File: config.mk
export PLATFORM = sky130hd
export DESIGN_NAME = acs_sequencer
export DESIGN_NICKNAME = d
export VERILOG_FILES = /design/src/acs_pkg.sv /design/src/acs_result_mem.sv /design/src/acs_sequencer.sv
export SDC_FILE = /design/constraint.sdc
export NUM_CORES = 1
export LEC_CHECK = 0
export BUFFER_PORTS_ARGS = -buffer_cell sky130_fd_sc_hd__buf_4
export CAP_MARGIN = 40
export CORE_ASPECT_RATIO = 1.75
export CORE_UTILIZATION = 51
export DETAILED_ROUTE_END_ITERATION = 7
export PLACE_DENSITY = 0.81
export SLEW_MARGIN = 20
export SYNTH_ARGS = -nofsm -noshare
export SYNTH_HDL_FRONTEND = slang
export SYNTH_SLANG_ARGS = --single-unit
export TNS_END_PERCENT = 5
File: constraint.sdc
create_clock -name aclk -period 3.4 [get_ports aclk]
set_input_delay 0.68 -clock aclk [delete_from_list [all_inputs] [get_ports aclk]]
set_output_delay 0.68 -clock aclk [all_outputs]
set_load 0.02 [all_outputs]
File: src/acs_pkg.sv
package acs_pkg;

	// ==========================================================
	// bus geometry
	localparam int AXI_ADDR_W = 10;
	localparam int AXI_DATA_W = 32;

	// ==========================================================
	// register indices; byte address is four times the index
	localparam logic [7:0] IDX_INTERRUPT_CONTROL = 8'h0B;
	localparam logic [7:0] IDX_PERIPHERAL_FLAGS = 8'h0C;
	localparam logic [7:0] IDX_RESULT_HIGH = 8'h1E;
	localparam logic [7:0] IDX_CONVERTER_CONTROL_A = 8'h1F;
	localparam logic [7:0] IDX_PERIPHERAL_ENABLES = 8'h8C;
	localparam logic [7:0] IDX_ANALOG_PIN_SELECT = 8'h91;
	localparam logic [7:0] IDX_RESULT_LOW = 8'h9E;
	localparam logic [7:0] IDX_CONVERTER_CONTROL_B = 8'h9F;

	// ==========================================================
	// field positions and reset values
	localparam int BIT_GLOBAL_IRQ_ENABLE = 7;
	localparam int BIT_PERIPHERAL_IRQ_ENABLE = 6;
	localparam int BIT_CONVERSION_DONE_FLAG = 6;
	localparam int BIT_CONVERSION_IRQ_ENABLE = 6;
	localparam logic [7:0] RST_INTERRUPT_CONTROL = 8'h00;
	localparam logic [7:0] RST_PERIPHERAL_FLAGS = 8'h00;
	localparam logic [7:0] RST_PERIPHERAL_ENABLES = 8'h00;
	localparam logic [7:0] RST_ANALOG_PIN_SELECT = 8'hFF;
	localparam logic [7:0] RST_CONVERTER_CONTROL = 8'h00;
	localparam logic [1:0] RESP_OKAY = 2'h0;
	localparam logic [1:0] RESP_SLVERR = 2'h2;

	// ==========================================================
	// timing: counts in conversion bit periods or system clocks
	localparam int RESULT_BITS = 10;
	localparam logic [3:0] CONV_TADS = 4'hB;
	localparam logic [3:0] GAP_TADS = 4'h2;
	localparam logic [3:0] START_DELAY_CLKS = 4'h4;
	localparam logic [2:0] CLK_SEL_RC_LOW = 3'h3;
	localparam logic [5:0] DIV_LAST_2 = 6'h01;
	localparam logic [5:0] DIV_LAST_4 = 6'h03;
	localparam logic [5:0] DIV_LAST_8 = 6'h07;
	localparam logic [5:0] DIV_LAST_16 = 6'h0F;
	localparam logic [5:0] DIV_LAST_32 = 6'h1F;
	localparam logic [5:0] DIV_LAST_64 = 6'h3F;

	// ==========================================================
	// types
	typedef enum logic [1:0] {
		ST_IDLE = 2'b00,
		ST_DELAY = 2'b01,
		ST_CONVERT = 2'b10,
		ST_GAP = 2'b11
	} acs_state_e;

	typedef struct packed {
		logic result_justify_select;
		logic reference_source_select;
		logic unused;
		logic [2:0] input_channel_select;
		logic go;
		logic converter_power_on;
	} acs_ctrl_a_s;

	typedef struct packed {
		logic [7:0] high;
		logic [7:0] low;
	} acs_result_s;

endpackage : acs_pkg

File: src/acs_result_mem.sv
`timescale 1ns/100ps
`default_nettype none

// ==========================================================
// result pair storage; no reset so contents survive device reset
module acs_result_mem
	import acs_pkg::*;
(
	input wire logic aclk,
	input wire logic we,
	input wire acs_result_s wr_pair,
	input wire logic rd_high,
	output logic [7:0] rd_data
);

	acs_result_s pair;

	// storage written only on a completed conversion
	always_ff @(posedge aclk) begin
		if (we) begin
			pair <= wr_pair;
		end
	end

	// registered read port
	always_ff @(posedge aclk) begin
		rd_data <= rd_high ? pair.high : pair.low;
	end

endmodule : acs_result_mem

`default_nettype wire

File: src/acs_sequencer.sv
`timescale 1ns/100ps
`default_nettype none

// Contract
// - two bit periods gap before next acquisition
// - sleep conversion only with RC clock
// - RC clock delays start one instruction cycle
// - completion clears go and loads result
// - sleep completion with enable wakes, maybe vectors
// - sleep completion without enable powers converter down
// - non-RC sleep aborts conversion, powers down
// - reset clears registers, aborts, keeps result; pin select resets to ones
// - result high holds upper bits per justification
// - completion sets flag; software clear aborts
// - conversion takes eleven bit periods
// - clock select codes dividers or RC
// - justify bit7, go bit1, power bit0
module acs_sequencer
	import acs_pkg::*;
(
	input wire logic aclk,
	input wire logic aresetn,
	input wire logic [AXI_ADDR_W-1:0] s_axi_awaddr,
	input wire logic s_axi_awvalid,
	output logic s_axi_awready,
	input wire logic [AXI_DATA_W-1:0] s_axi_wdata,
	input wire logic [3:0] s_axi_wstrb,
	input wire logic s_axi_wvalid,
	output logic s_axi_wready,
	output logic [1:0] s_axi_bresp,
	output logic s_axi_bvalid,
	input wire logic s_axi_bready,
	input wire logic [AXI_ADDR_W-1:0] s_axi_araddr,
	input wire logic s_axi_arvalid,
	output logic s_axi_arready,
	output logic [AXI_DATA_W-1:0] s_axi_rdata,
	output logic [1:0] s_axi_rresp,
	output logic s_axi_rvalid,
	input wire logic s_axi_rready,
	input wire logic sleep_active,
	input wire logic rc_tick,
	input wire logic comparator_high,
	output logic converter_enable,
	output logic sample_hold,
	output logic [RESULT_BITS-1:0] sar_trial,
	output logic [2:0] channel_select,
	output logic reference_select,
	output logic [7:0] analog_pins,
	output logic wake_pulse,
	output logic vector_request
);

	// ==========================================================
	// register state
	acs_ctrl_a_s ctrl_a;
	logic [2:0] clk_sel;
	logic [7:0] interrupt_control;
	logic [7:0] pie;
	logic done_flag;
	acs_state_e st;
	logic [3:0] seq_cnt;
	logic [5:0] div_cnt;
	logic [3:0] bit_pos;
	logic sleep_off;
	logic [7:0] rd_mem;

	// ==========================================================
	// write channel: address and data taken in either order
	logic aw_held, w_held;
	logic [7:0] aw_idx;
	logic [7:0] wbyte;
	logic wlane;
	logic wr_fire;

	assign wr_fire = aw_held && w_held && !s_axi_bvalid;

	// address capture
	always_ff @(posedge aclk) begin
		if (!aresetn) begin
			aw_held <= 1'b0;
			aw_idx <= 8'h00;
		end else if (s_axi_awvalid && s_axi_awready) begin
			aw_held <= 1'b1;
			aw_idx <= s_axi_awaddr[9:2];
		end else if (wr_fire) begin
			aw_held <= 1'b0;
		end
	end

	// data capture; only the low lane carries register bits
	always_ff @(posedge aclk) begin
		if (!aresetn) begin
			w_held <= 1'b0;
			wbyte <= 8'h00;
			wlane <= 1'b0;
		end else if (s_axi_wvalid && s_axi_wready) begin
			w_held <= 1'b1;
			wbyte <= s_axi_wdata[7:0];
			wlane <= s_axi_wstrb[0];
		end else if (wr_fire) begin
			w_held <= 1'b0;
		end
	end

	logic mapped_w;
	always_comb begin
		case (aw_idx)
			IDX_INTERRUPT_CONTROL, IDX_PERIPHERAL_FLAGS, IDX_RESULT_HIGH,
			IDX_CONVERTER_CONTROL_A, IDX_PERIPHERAL_ENABLES, IDX_ANALOG_PIN_SELECT,
			IDX_RESULT_LOW, IDX_CONVERTER_CONTROL_B: mapped_w = 1'b1;
			default: mapped_w = 1'b0;
		endcase
	end

	// response; each ready held low while its channel holds a beat, and the next write waits for the response
	always_ff @(posedge aclk) begin
		if (!aresetn) begin
			s_axi_awready <= 1'b0;
			s_axi_wready <= 1'b0;
			s_axi_bvalid <= 1'b0;
			s_axi_bresp <= RESP_OKAY;
		end else begin
			s_axi_awready <= !aw_held && !(s_axi_awvalid && s_axi_awready) && !wr_fire;
			s_axi_wready <= !w_held && !(s_axi_wvalid && s_axi_wready) && !wr_fire;
			if (wr_fire) begin
				s_axi_bvalid <= 1'b1;
				s_axi_bresp <= mapped_w ? RESP_OKAY : RESP_SLVERR;
			end else if (s_axi_bready) begin
				s_axi_bvalid <= 1'b0;
			end
		end
	end

	logic wr_en;
	assign wr_en = wr_fire && wlane;

	// ==========================================================
	// conversion clock: divided system clock or RC ticks
	logic rc_sel, tad_tick;
	logic [5:0] div_last;

	always_comb begin
		case (clk_sel)
			3'b000: div_last = DIV_LAST_2;
			3'b001: div_last = DIV_LAST_8;
			3'b010: div_last = DIV_LAST_32;
			3'b100: div_last = DIV_LAST_4;
			3'b101: div_last = DIV_LAST_16;
			3'b110: div_last = DIV_LAST_64;
			default: div_last = DIV_LAST_2;
		endcase
	end
	assign rc_sel = clk_sel[1:0] == CLK_SEL_RC_LOW[1:0];
	assign tad_tick = rc_sel ? rc_tick : (div_cnt == div_last);

	// divider free-runs outside RC mode, held at zero with RC; restarts when a period completes
	always_ff @(posedge aclk) begin
		if (!aresetn || rc_sel || div_cnt == div_last) begin
			div_cnt <= 6'h00;
		end else begin
			div_cnt <= div_cnt + 6'h01;
		end
	end

	// ==========================================================
	// sequence events
	logic ctrl_a_wr, busy, go_accept, sw_abort, sleep_abort, conv_done;
	acs_ctrl_a_s wr_a;

	assign wr_a = acs_ctrl_a_s'(wbyte);
	assign ctrl_a_wr = wr_en && aw_idx == IDX_CONVERTER_CONTROL_A;
	assign busy = st == ST_DELAY || st == ST_CONVERT;
	// go ignored while off, asleep-off or not idle
	assign go_accept = ctrl_a_wr && wr_a.go && ctrl_a.converter_power_on
		&& st == ST_IDLE && !sleep_off;
	assign sw_abort = ctrl_a_wr && busy && (!wr_a.go || !wr_a.converter_power_on);
	assign sleep_abort = sleep_active && !rc_sel && busy;
	assign conv_done = st == ST_CONVERT && tad_tick && seq_cnt == CONV_TADS - 4'h1
		&& !sw_abort && !sleep_abort;

	// ==========================================================
	// sequencer state; one counter serves delay, bit periods and gap
	always_ff @(posedge aclk) begin
		if (!aresetn) begin
			st <= ST_IDLE;
			seq_cnt <= 4'h0;
		end else begin
			case (st)
				ST_IDLE: begin
					seq_cnt <= 4'h0;
					if (go_accept) begin
						// RC clock waits an instruction cycle
						st <= rc_sel ? ST_DELAY : ST_CONVERT;
					end
				end
				ST_DELAY: begin
					if (sw_abort || sleep_abort) begin
						st <= ST_GAP;
						seq_cnt <= 4'h0;
					end else if (seq_cnt == START_DELAY_CLKS - 4'h1) begin
						st <= ST_CONVERT;
						seq_cnt <= 4'h0;
					end else begin
						seq_cnt <= seq_cnt + 4'h1;
					end
				end
				ST_CONVERT: begin
					if (sw_abort || sleep_abort || conv_done) begin
						st <= ST_GAP;
						seq_cnt <= 4'h0;
					end else if (tad_tick) begin
						seq_cnt <= seq_cnt + 4'h1;
					end
				end
				ST_GAP: begin
					// two bit periods before next acquisition
					if (tad_tick && seq_cnt == GAP_TADS - 4'h1) begin
						st <= ST_IDLE;
						seq_cnt <= 4'h0;
					end else if (tad_tick) begin
						seq_cnt <= seq_cnt + 4'h1;
					end
				end
				default: begin
					st <= ST_IDLE;
					seq_cnt <= 4'h0;
				end
			endcase
		end
	end

	// ==========================================================
	// successive approximation: first period settles, then one bit per period
	logic [RESULT_BITS-1:0] next_sar;
	always_comb begin
		next_sar = sar_trial;
		if (seq_cnt != 4'h0) begin
			next_sar[bit_pos] = comparator_high;
			if (bit_pos != 4'h0) begin
				next_sar[bit_pos - 4'h1] = 1'b1;
			end
		end
	end

	always_ff @(posedge aclk) begin
		if (!aresetn || st != ST_CONVERT) begin
			sar_trial <= {1'b1, {(RESULT_BITS-1){1'b0}}};
			bit_pos <= 4'(RESULT_BITS - 1);
		end else if (tad_tick) begin
			sar_trial <= next_sar;
			if (seq_cnt != 4'h0 && bit_pos != 4'h0) begin
				bit_pos <= bit_pos - 4'h1;
			end
		end
	end

	acs_result_s res_pair;
	always_comb begin
		if (ctrl_a.result_justify_select) begin
			res_pair.high = {6'h00, next_sar[9:8]};
			res_pair.low = next_sar[7:0];
		end else begin
			res_pair.high = next_sar[9:2];
			res_pair.low = {next_sar[1:0], 6'h00};
		end
	end

	// ==========================================================
	// control registers
	// pin select resets to ones, controls to zero
	always_ff @(posedge aclk) begin
		if (!aresetn) begin
			ctrl_a <= acs_ctrl_a_s'(RST_CONVERTER_CONTROL);
			clk_sel <= 3'h0;
			interrupt_control <= RST_INTERRUPT_CONTROL;
			pie <= RST_PERIPHERAL_ENABLES;
			analog_pins <= RST_ANALOG_PIN_SELECT;
		end else begin
			if (ctrl_a_wr) begin
				ctrl_a.result_justify_select <= wr_a.result_justify_select;
				ctrl_a.reference_source_select <= wr_a.reference_source_select;
				ctrl_a.input_channel_select <= wr_a.input_channel_select;
				ctrl_a.converter_power_on <= wr_a.converter_power_on;
			end
			// go set by accepted start, cleared by end or abort
			if (go_accept) begin
				ctrl_a.go <= 1'b1;
			end else if (conv_done || sw_abort || sleep_abort) begin
				ctrl_a.go <= 1'b0;
			end
			if (wr_en && aw_idx == IDX_CONVERTER_CONTROL_B) begin
				clk_sel <= wbyte[6:4];
			end
			if (wr_en && aw_idx == IDX_INTERRUPT_CONTROL) begin
				interrupt_control <= wbyte;
			end
			if (wr_en && aw_idx == IDX_PERIPHERAL_ENABLES) begin
				pie <= wbyte;
			end
			if (wr_en && aw_idx == IDX_ANALOG_PIN_SELECT) begin
				analog_pins <= wbyte;
			end
		end
	end

	// done flag: hardware set wins over software clear
	always_ff @(posedge aclk) begin
		if (!aresetn) begin
			done_flag <= RST_PERIPHERAL_FLAGS[BIT_CONVERSION_DONE_FLAG];
		end else if (conv_done) begin
			done_flag <= 1'b1;
		end else if (wr_en && aw_idx == IDX_PERIPHERAL_FLAGS) begin
			done_flag <= wbyte[BIT_CONVERSION_DONE_FLAG];
		end
	end

	// ==========================================================
	// sleep power-down, wake and converter pins
	logic irq_en;
	assign irq_en = pie[BIT_CONVERSION_IRQ_ENABLE];

	always_ff @(posedge aclk) begin
		if (!aresetn || !sleep_active) begin
			sleep_off <= 1'b0;
		// sleep abort or no interrupt: power down, power bit stays
		end else if (sleep_abort || (conv_done && !irq_en)) begin
			sleep_off <= 1'b1;
		end
	end

	// wake on completion in sleep with its enable, vector if global enable
	always_ff @(posedge aclk) begin
		if (!aresetn) begin
			wake_pulse <= 1'b0;
			vector_request <= 1'b0;
			converter_enable <= 1'b0;
			sample_hold <= 1'b0;
			channel_select <= 3'h0;
			reference_select <= 1'b0;
		end else begin
			wake_pulse <= conv_done && sleep_active && irq_en;
			vector_request <= conv_done && sleep_active && irq_en
				&& interrupt_control[BIT_GLOBAL_IRQ_ENABLE];
			converter_enable <= ctrl_a.converter_power_on && !sleep_off;
			sample_hold <= ctrl_a.converter_power_on && !sleep_off && st != ST_CONVERT;
			channel_select <= ctrl_a.input_channel_select;
			reference_select <= ctrl_a.reference_source_select;
		end
	end

	// result storage, loaded only by a completed conversion
	acs_result_mem u_result (
		.aclk(aclk),
		.we(conv_done),
		.wr_pair(res_pair),
		.rd_high(s_axi_araddr[9:2] == IDX_RESULT_HIGH),
		.rd_data(rd_mem)
	);

	// ==========================================================
	// read channel: one pending cycle for the result memory
	logic rd_pend;
	logic [7:0] rd_idx;
	logic [7:0] rd_byte;
	logic rd_ok;

	always_comb begin
		rd_ok = 1'b1;
		case (rd_idx)
			IDX_INTERRUPT_CONTROL: rd_byte = interrupt_control;
			IDX_PERIPHERAL_FLAGS: rd_byte = 8'(done_flag) << BIT_CONVERSION_DONE_FLAG;
			IDX_RESULT_HIGH, IDX_RESULT_LOW: rd_byte = rd_mem;
			IDX_CONVERTER_CONTROL_A: rd_byte = ctrl_a & 8'hDF;
			IDX_PERIPHERAL_ENABLES: rd_byte = pie;
			IDX_ANALOG_PIN_SELECT: rd_byte = analog_pins;
			IDX_CONVERTER_CONTROL_B: rd_byte = {1'b0, clk_sel, 4'h0};
			default: begin
				rd_byte = 8'h00;
				rd_ok = 1'b0;
			end
		endcase
	end

	always_ff @(posedge aclk) begin
		if (!aresetn) begin
			s_axi_arready <= 1'b0;
			s_axi_rvalid <= 1'b0;
			s_axi_rdata <= 32'h0000_0000;
			s_axi_rresp <= RESP_OKAY;
			rd_pend <= 1'b0;
			rd_idx <= 8'h00;
		end else begin
			rd_pend <= s_axi_arvalid && s_axi_arready;
			s_axi_arready <= !s_axi_rvalid && !rd_pend && !(s_axi_arvalid && s_axi_arready);
			if (s_axi_arvalid && s_axi_arready) begin
				rd_idx <= s_axi_araddr[9:2];
			end
			if (rd_pend) begin
				s_axi_rvalid <= 1'b1;
				s_axi_rdata <= {24'h00_0000, rd_byte};
				s_axi_rresp <= rd_ok ? RESP_OKAY : RESP_SLVERR;
			end else if (s_axi_rready) begin
				s_axi_rvalid <= 1'b0;
			end
		end
	end

	// ==========================================================
	// checks
	logic [3:0] tad_seen;
	always_ff @(posedge aclk) begin
		if (!aresetn || st != ST_CONVERT) begin
			tad_seen <= 4'h0;
		end else if (tad_tick) begin
			tad_seen <= tad_seen + 4'h1;
		end
	end
endmodule : acs_sequencer

`default_nettype wire
==> summary.txt, run 1 <==
Timing
  – Final period util: 0.866
  – Final Hold Viols: 0
  – Final min period: 2.95 ns
  – RSZ-0062 raised after global routing: false
  – Fmax: 340 MHz
  – Final TNS setup: 0 ns
  – Slew Limit Fails: 0
  – WHS: 0.441 ns
  – Worst Skew: 0.0114 ns
  – Final worst slack: 0.455 ns
  – Slew @ Worst Pin: 0.935 ns
  – Final Setup Violations: 0
  – Relative slew slack: 0.372

Synth
  – Ys Warns: 0
  – Sequential share of the synthesized area: 0.439
  – Synth async-reset ratio: 0
  – EDFF count, synth: 16
  – Synthesized cell area: 0.00661 mm2
  – Synth unique cells: 65
  – Ys flop type: dfxtp_1
  – Synth Register Bits: 137
  – Mean area per synthesized cell: 9.15 um2
  – Syn Inst Count: roughly 720

Clocking
  – CTS tree: yes
  – Clock transition at path regs: 0.06 ns
  – Resized cells post-CTS: 0
  – Clock Tree Root: clkbuf_16
  – Hold-fix buffers, CTS: 0
  – Setup Fix Bufs, Post-CTS: 0
  – Clock tree sinks: 137
  – CTS Buffer Depth: 2
  – # H-tree levels: 4
  – Cts bufs inserted: 17
  – Skew-Pair Late Insertion Delay: 0.42 ns

Finish
  – FILL cells: 1066
  – Share of cells above drive strength 1: 0.174
  – Most frequent cells in the layout: dfxtp_1 (121), nand2_1 (103), buf_4 (83), mux2i_1 (53), nor2_1 (48)
  – Final #Nets: 882
  – Diode count: 0
  – Fin area: 0.00786 mm2
  – Util after Layout: 0.626
  – Sequential cell area: 0.00290 mm2
  – Area Growth Syn to Fin: 19.1%
  – Area of the multi-input gates: around 0.0034 mm2
  – Fin cells: 978
  – Commonest non-fill, non-tap cell in the layout: dfxtp_1

Setup path
  – Kind of critical path: reg -> reg
  – CP endpoint kind: register
  – Reg2Reg Launch Point: clk_sel[1]
  – Reg2Reg Setup Slack: 0.45 ns
  – CP required: 3.75 ns
  – Startpoint Class: register
  – Crit Path Max Fanout: 10
  – Worst r2r dst: st[1]
  – Reg2reg path depth: 9
  – Worst Path Arrival: 3.30 ns

Drt
  – Via count: between 5000 and 6000
  – Routed WL: between 10000 and 15000 um
  – Via-to-Cell Ratio: 5.46
  – Residual DRC: 0
  – Post-route antenna net violation count: 0
  – DR iter-0 viols: 239
  – TritonRoute pass-1 iters: 5
  – DR WL/cell: 15.0 um

Global routing
  – First-pass GRT wire length: 24200 um
  – Vias in the first global route: 5213
  – Gr ovfl total: 0
  – Largest net degree at the start of global routing: 54
  – GRT Util Overall: 0.232
  – Initial antenna violation count: 0

Floorplan
  – Initial Util: 0.526
  – Rows: 54
  – Boundary Pins: 133
  – Die X: 88.0 um
  – Die area: around 0.013 mm2
  – Die H: about 150 um
  – Core area: approximately 0.013 mm2

Power and ir drop
  – Combinational power share: 0.057
  – Internal power: ~2.9 mW
  – Cell Pwr Density: 483 mW/mm2
  – Clock network fraction of total power: 0.498
  – Net Sw Frac: 0.230
  – Leak Pwr: approximately 3.1 nW
  – Max IR drop VDD: between 0.0003 and 0.0004 V
  – Total power: 3.80 mW
  – Reg power frac: 0.446
  – Sw Pwr: ~870 uW

Worst hold path
  – Worst Hold Class: reg -> reg
  – HP Start: s_axi_rvalid
  – Hold path endpoint: s_axi_arready
  – Hold path cells: 1

Placement
  – Port buffer count: 75
  – Placed instance area: 0.00724 mm2
  – Pre-CTS WS: 0.461 ns
  – GPL Wtd Cong: 0.926
  – Placed cells: roughly 950
  – Post-DP HPWL: 10700 um

Status
  – Status: finished, final reports clean

Job
  – Max cap viols: 0
## Yosys cell counts, drive strengths merged, types with 19 or more instances
| master | count | share of area |
|---|---|---|
| buf | 29 | 0.032 |
| nor2b | 45 | 0.043 |
| dfxtp | 121 | 0.37 |
| mux2i | 53 | 0.080 |
| a21boi | 28 | 0.032 |
| o21ai | 31 | 0.023 |
| a21oi | 24 | 0.018 |
| ha | 19 | 0.036 |
| nand3 | 24 | 0.018 |
| clkbuf | 23 | 0.013 |
| nor2 | 49 | 0.028 |
| nand2 | 104 | 0.059 |
| inv | 20 | 0.011 |
## cell families (layout without fill, tap and decap cells)
family,Yosys count,count (layout),synth area share
AO/OA/AOI/OAI,130,130,0.134
XOR/XNOR,8,8,0.0106
adder cells (fa/ha/maj),19,19,0.0360
buffers and inverters,72,135,0.0561
flip-flops,137,137,0.439
multiplexers,63,63,0.0974
other,1,26,0.000568
AND/OR/NAND/NOR,292,292,0.226
## worst max-delay path by stage
| stage | start | to | slack [ns] | cells after the start |
|---|---|---|---|---|
| 5_1_grt | clk_sel[1] | st[0] | 0.32 | 9 |
| 3_3_place_gp | clk_sel[1] | st[0] | 0.51 | 9 |
| 6_report | clk_sel[1] | st[1] | 0.45 | 9 |
| 2_1_floorplan | clk_sel[1] | vector_request | 0.43 | 9 |
| 4_1_cts | clk_sel[1] | st[1] | 0.45 | 9 |
| 3_5_place_dp | clk_sel[1] | u_result.pair[10] | 0.46 | 8 |
## flip-flops by register name, summed over array words and instances, names as in the netlist, 2 cells and up
name / cells
pie: 8
clk_sel: 3
u_result.rd_data: 8
div_cnt: 6
s_axi_rdata: 8
sar_trial: 10
st: 2
interrupt_control: 8
wbyte: 8
u_result.pair: 16
channel_select: 3
seq_cnt: 4
aw_idx: 8
rd_idx: 8
ctrl_a: 7
bit_pos: 4
analog_pins: 8
## metal layers
metal	GRT usage	vias to the layer above	share of wire
met3	0.0509	49	0.039
met1	0.241	2518	0.37
met2	0.426	163	0.55
met4	0.110	0	0.035
li1	-	2611	-
met5	0	-	0
## layout make-up
| class | instances | area share |
|---|---|---|
| clock inverters | 12 | 0.0175 |
| well taps | 168 | 0.0267 |
| clock buffers | 20 | 0.0614 |
| inverters | 20 | 0.00955 |
| multi-input cells | 538 | 0.436 |
| repair buffers | 83 | 0.0792 |
| flip-flops and latches | 137 | 0.369 |
## power by group through the flow
stage | Clock (mW) | Combinational, mW | Sequential [mW]
after CTS | 1.91 | 0.216 | 1.69
after global routing | 1.99 | 0.237 | 1.70
final | 1.89 | 0.215 | 1.69
after global placement | 0 | 0.211 | 1.73
after detailed placement | 0 | 0.214 | 1.73
after floorplan | 0 | 0.170 | 1.72
## critical path, cell delays in order, from the launching register on
cell	delay, ns
dfxtp_1	0.55
inv_1	0.08
ha_1	0.21
nor2b_2	0.17
or4_4	0.54
a221oi_4	0.39
nand2_2	0.10
o31a_1	0.32
a211oi_2	0.31
mux2i_1	0.21
(Power assumes the default switching activity.)
==> run 2, diff against run 1 <==
CORE_MARGIN = 4   (was default)
CTS_CLUSTER_DIAMETER = 80   (was default)
==> run 2 against run 1 <==
Compared with the run above: cell count unchanged; highest routed layer unchanged; largest cell class unchanged; wire length increased by 5.0%; global-route usage decreased by 1.9 points; utilization decreased by 0.38 points; critical endpoint is now u_result.pair[9]; total power decreased by 3.5%.
==> summary.txt, run 2 (synthesis gave the netlist of run 1 again) <==
Status
  – Status: finished, final reports clean (unchanged)

Setup path
  – Top delay family on crit path: simple AND/OR/NAND/NOR gates (was compound AO/OA/AOI/OAI gates)
  – CP required: 3.51 ns (was 3.75 ns)
  – Startpoint Class: register (unchanged)
  – Crit-path slowest cell: dfxtp_1 (unchanged)
  – CP endpoint kind: register (unchanged)
  – Worst path bufs/invs: 2 (was 1)
  – Slowest cell delay on critical path: 0.56 ns (was 0.55 ns)
  – Kind of critical path: reg -> reg (unchanged)
  – Crit-path cells: inv_1 -> ha_1 -> nor2b_2 -> or4_4 -> a221oi_4 -> a31oi_4 -> nor3b_4 -> buf_4 (was inv_1 -> ha_1 -> nor2b_2 -> or4_4 -> a221oi_4 -> nand2_2 -> o31a_1 -> a211oi_2 -> mux2i_1)
  – Crit Path Max Fanout: 19 (was 10)
  – Worst Path Arrival: 3.11 ns (was 3.30 ns)

Drt
  – Post-route antenna net violation count: 0 (unchanged)
  – Residual DRC: 0 (unchanged)
  – Via count: 5339 (was 5341)
  – DR iter-0 viols: 192 (was 239)
  – Via-to-Cell Ratio: 5.46 (about the same)
  – Routed WL: 15400 um (was 14700 um)
  – TritonRoute pass-1 iters: 5 (unchanged)
  – DR WL/cell: 15.8 um (was 15.0 um)

Timing
  – Final Hold Viols: 0 (unchanged)
  – Final TNS setup: 0 ns (unchanged)
  – Worst Skew: 0.0106 ns (was 0.0114 ns)
  – Relative slew slack: 0.432 (was 0.372)
  – Final worst slack: 0.391 ns (was 0.455 ns)
  – Final Setup Violations: 0 (unchanged)
  – Final period util: 0.885 (was 0.866)
  – Slew @ Worst Pin: 0.841 ns (was 0.935 ns)
  – Slew Limit Fails: 0 (unchanged)
  – Fmax: 332 MHz (was 340 MHz)
  – RSZ-0062 raised after global routing: false (unchanged)
  – Final min period: 3.01 ns (was 2.95 ns)

Clocking
  – Clock tree sinks: 137 (unchanged)
  – # H-tree levels: 4 (unchanged)
  – Hold-fix buffers, CTS: 0 (unchanged)
  – CTS tree: yes (unchanged)
  – Setup Fix Bufs, Post-CTS: 0 (unchanged)
  – Skew-Pair Late Insertion Delay: 0.42 ns (about the same)
  – Clock transition at path regs: 0.06 ns (about the same)
  – Cts bufs inserted: 17 (unchanged)
  – Clock Tree Root: clkbuf_16 (unchanged)
  – Resized cells post-CTS: 0 (unchanged)
  – CTS Buffer Depth: 2 (unchanged)

Floorplan
  – Rows: 54 (unchanged)
  – Die H: 159 um (was 153 um)
  – Die X: 94.0 um (was 88.0 um)
  – Initial Util: 0.526 (unchanged)
  – Core area: 0.0126 mm2 (unchanged)
  – Boundary Pins: 133 (unchanged)
  – Die area: 0.0149 mm2 (was 0.0134 mm2)

Global routing
  – Vias in the first global route: 5348 (was 5213)
  – Initial antenna violation count: 0 (unchanged)
  – Gr ovfl total: 0 (unchanged)
  – GRT Util Overall: 0.213 (was 0.232)
  – Largest net degree at the start of global routing: 48 (was 54)
  – First-pass GRT wire length: 24800 um (was 24200 um)

Power and ir drop
  – Sw Pwr: 876 uW (was 874 uW)
  – Cell Pwr Density: 470 mW/mm2 (was 483 mW/mm2)
  – Reg power frac: 0.462 (was 0.446)
  – Net Sw Frac: 0.239 (was 0.230)
  – Internal power: 2.79 mW (was 2.93 mW)
  – Total power: 3.67 mW (was 3.80 mW)
  – Leak Pwr: 3.09 nW (was 3.12 nW)
  – Combinational power share: 0.059 (was 0.057)
  – Clock network fraction of total power: 0.480 (was 0.498)
  – Max IR drop VDD: 0.000332 V (was 0.000367 V)

Placement
  – GPL Wtd Cong: 0.861 (was 0.926)
  – Pre-CTS WS: 0.400 ns (was 0.461 ns)
  – Port buffer count: 75 (unchanged)
  – Post-DP HPWL: 11100 um (was 10700 um)
  – Placed cells: 946 (unchanged)
  – Placed instance area: 0.00724 mm2 (unchanged)

Finish
  – Commonest non-fill, non-tap cell in the layout: dfxtp_1 (unchanged)
  – Fin area: 0.00782 mm2 (was 0.00786 mm2)
  – Share of cells above drive strength 1: 0.174 (unchanged)
  – Max reg flops: 16 (unchanged)
  – Most frequent cells in the layout: dfxtp_1 (121), nand2_1 (103), buf_4 (83), mux2i_1 (53), nor2_1 (48) (unchanged)
  – FILL cells: 1069 (was 1066)
  – Largest regs: u_result.pair x16, sar_trial x10 (unchanged)
  – Largest Register: u_result.pair (unchanged)
  – Fin cells: 978 (unchanged)
  – Area Growth Syn to Fin: 18.3% (was 19.1%)
  – Diode count: 0 (unchanged)
  – Final #Nets: 882 (unchanged)

Worst hold path
  – Worst Hold Class: reg -> reg (unchanged)

Job
  – Max cap viols: 0 (unchanged)
==> run 2: final cells by class <==
type	instances	area, um2	area share
clock buffer	19	453	0.0579
clock inverter	13	120	0.0154
inverter	20	75.1	0.00960
multi-input combinational	538	3430	0.439
sequential	137	2900	0.371
tap	168	210	0.0269
timing repair buffer	83	623	0.0797
==> run 2: routing by layer <==
layer	share of wire	up-vias	track usage
met5	0	-	0
met4	0.041	0	0.127
met3	0.039	45	0.0411
met2	0.55	166	0.399
met1	0.37	2518	0.213
li1	-	2610	-
==> run 2: final timing paths <==
path                     start                to  slack, ns  cells after the start
setup reg to reg    clk_sel[1]  u_result.pair[9]       0.39                      8
hold / removal    s_axi_rvalid     s_axi_arready       0.44                      1
hold reg to reg   s_axi_rvalid     s_axi_arready       0.44                      1
setup / recovery    clk_sel[1]  u_result.pair[9]       0.39                      8
==> run 2: metrics by stage <==
stage | util | hold WS, ns
after floorplan | - | 0.426
after global placement | 0.576 | 0.429
after detailed placement | 0.576 | 0.438
after CTS | 0.622 | 0.452
after global routing | 0.622 | 0.475
final | 0.622 | 0.443
==> run 2: power groups by stage <==
stage | combinational, mW | sequential (mW) | clock (mW)
6_report | 0.216 | 1.69 | 1.76
3_3_place_gp | 0.210 | 1.73 | 0
5_1_grt | 0.237 | 1.70 | 1.85
4_1_cts | 0.215 | 1.69 | 1.78
3_5_place_dp | 0.214 | 1.73 | 0
2_1_floorplan | 0.170 | 1.72 | 0
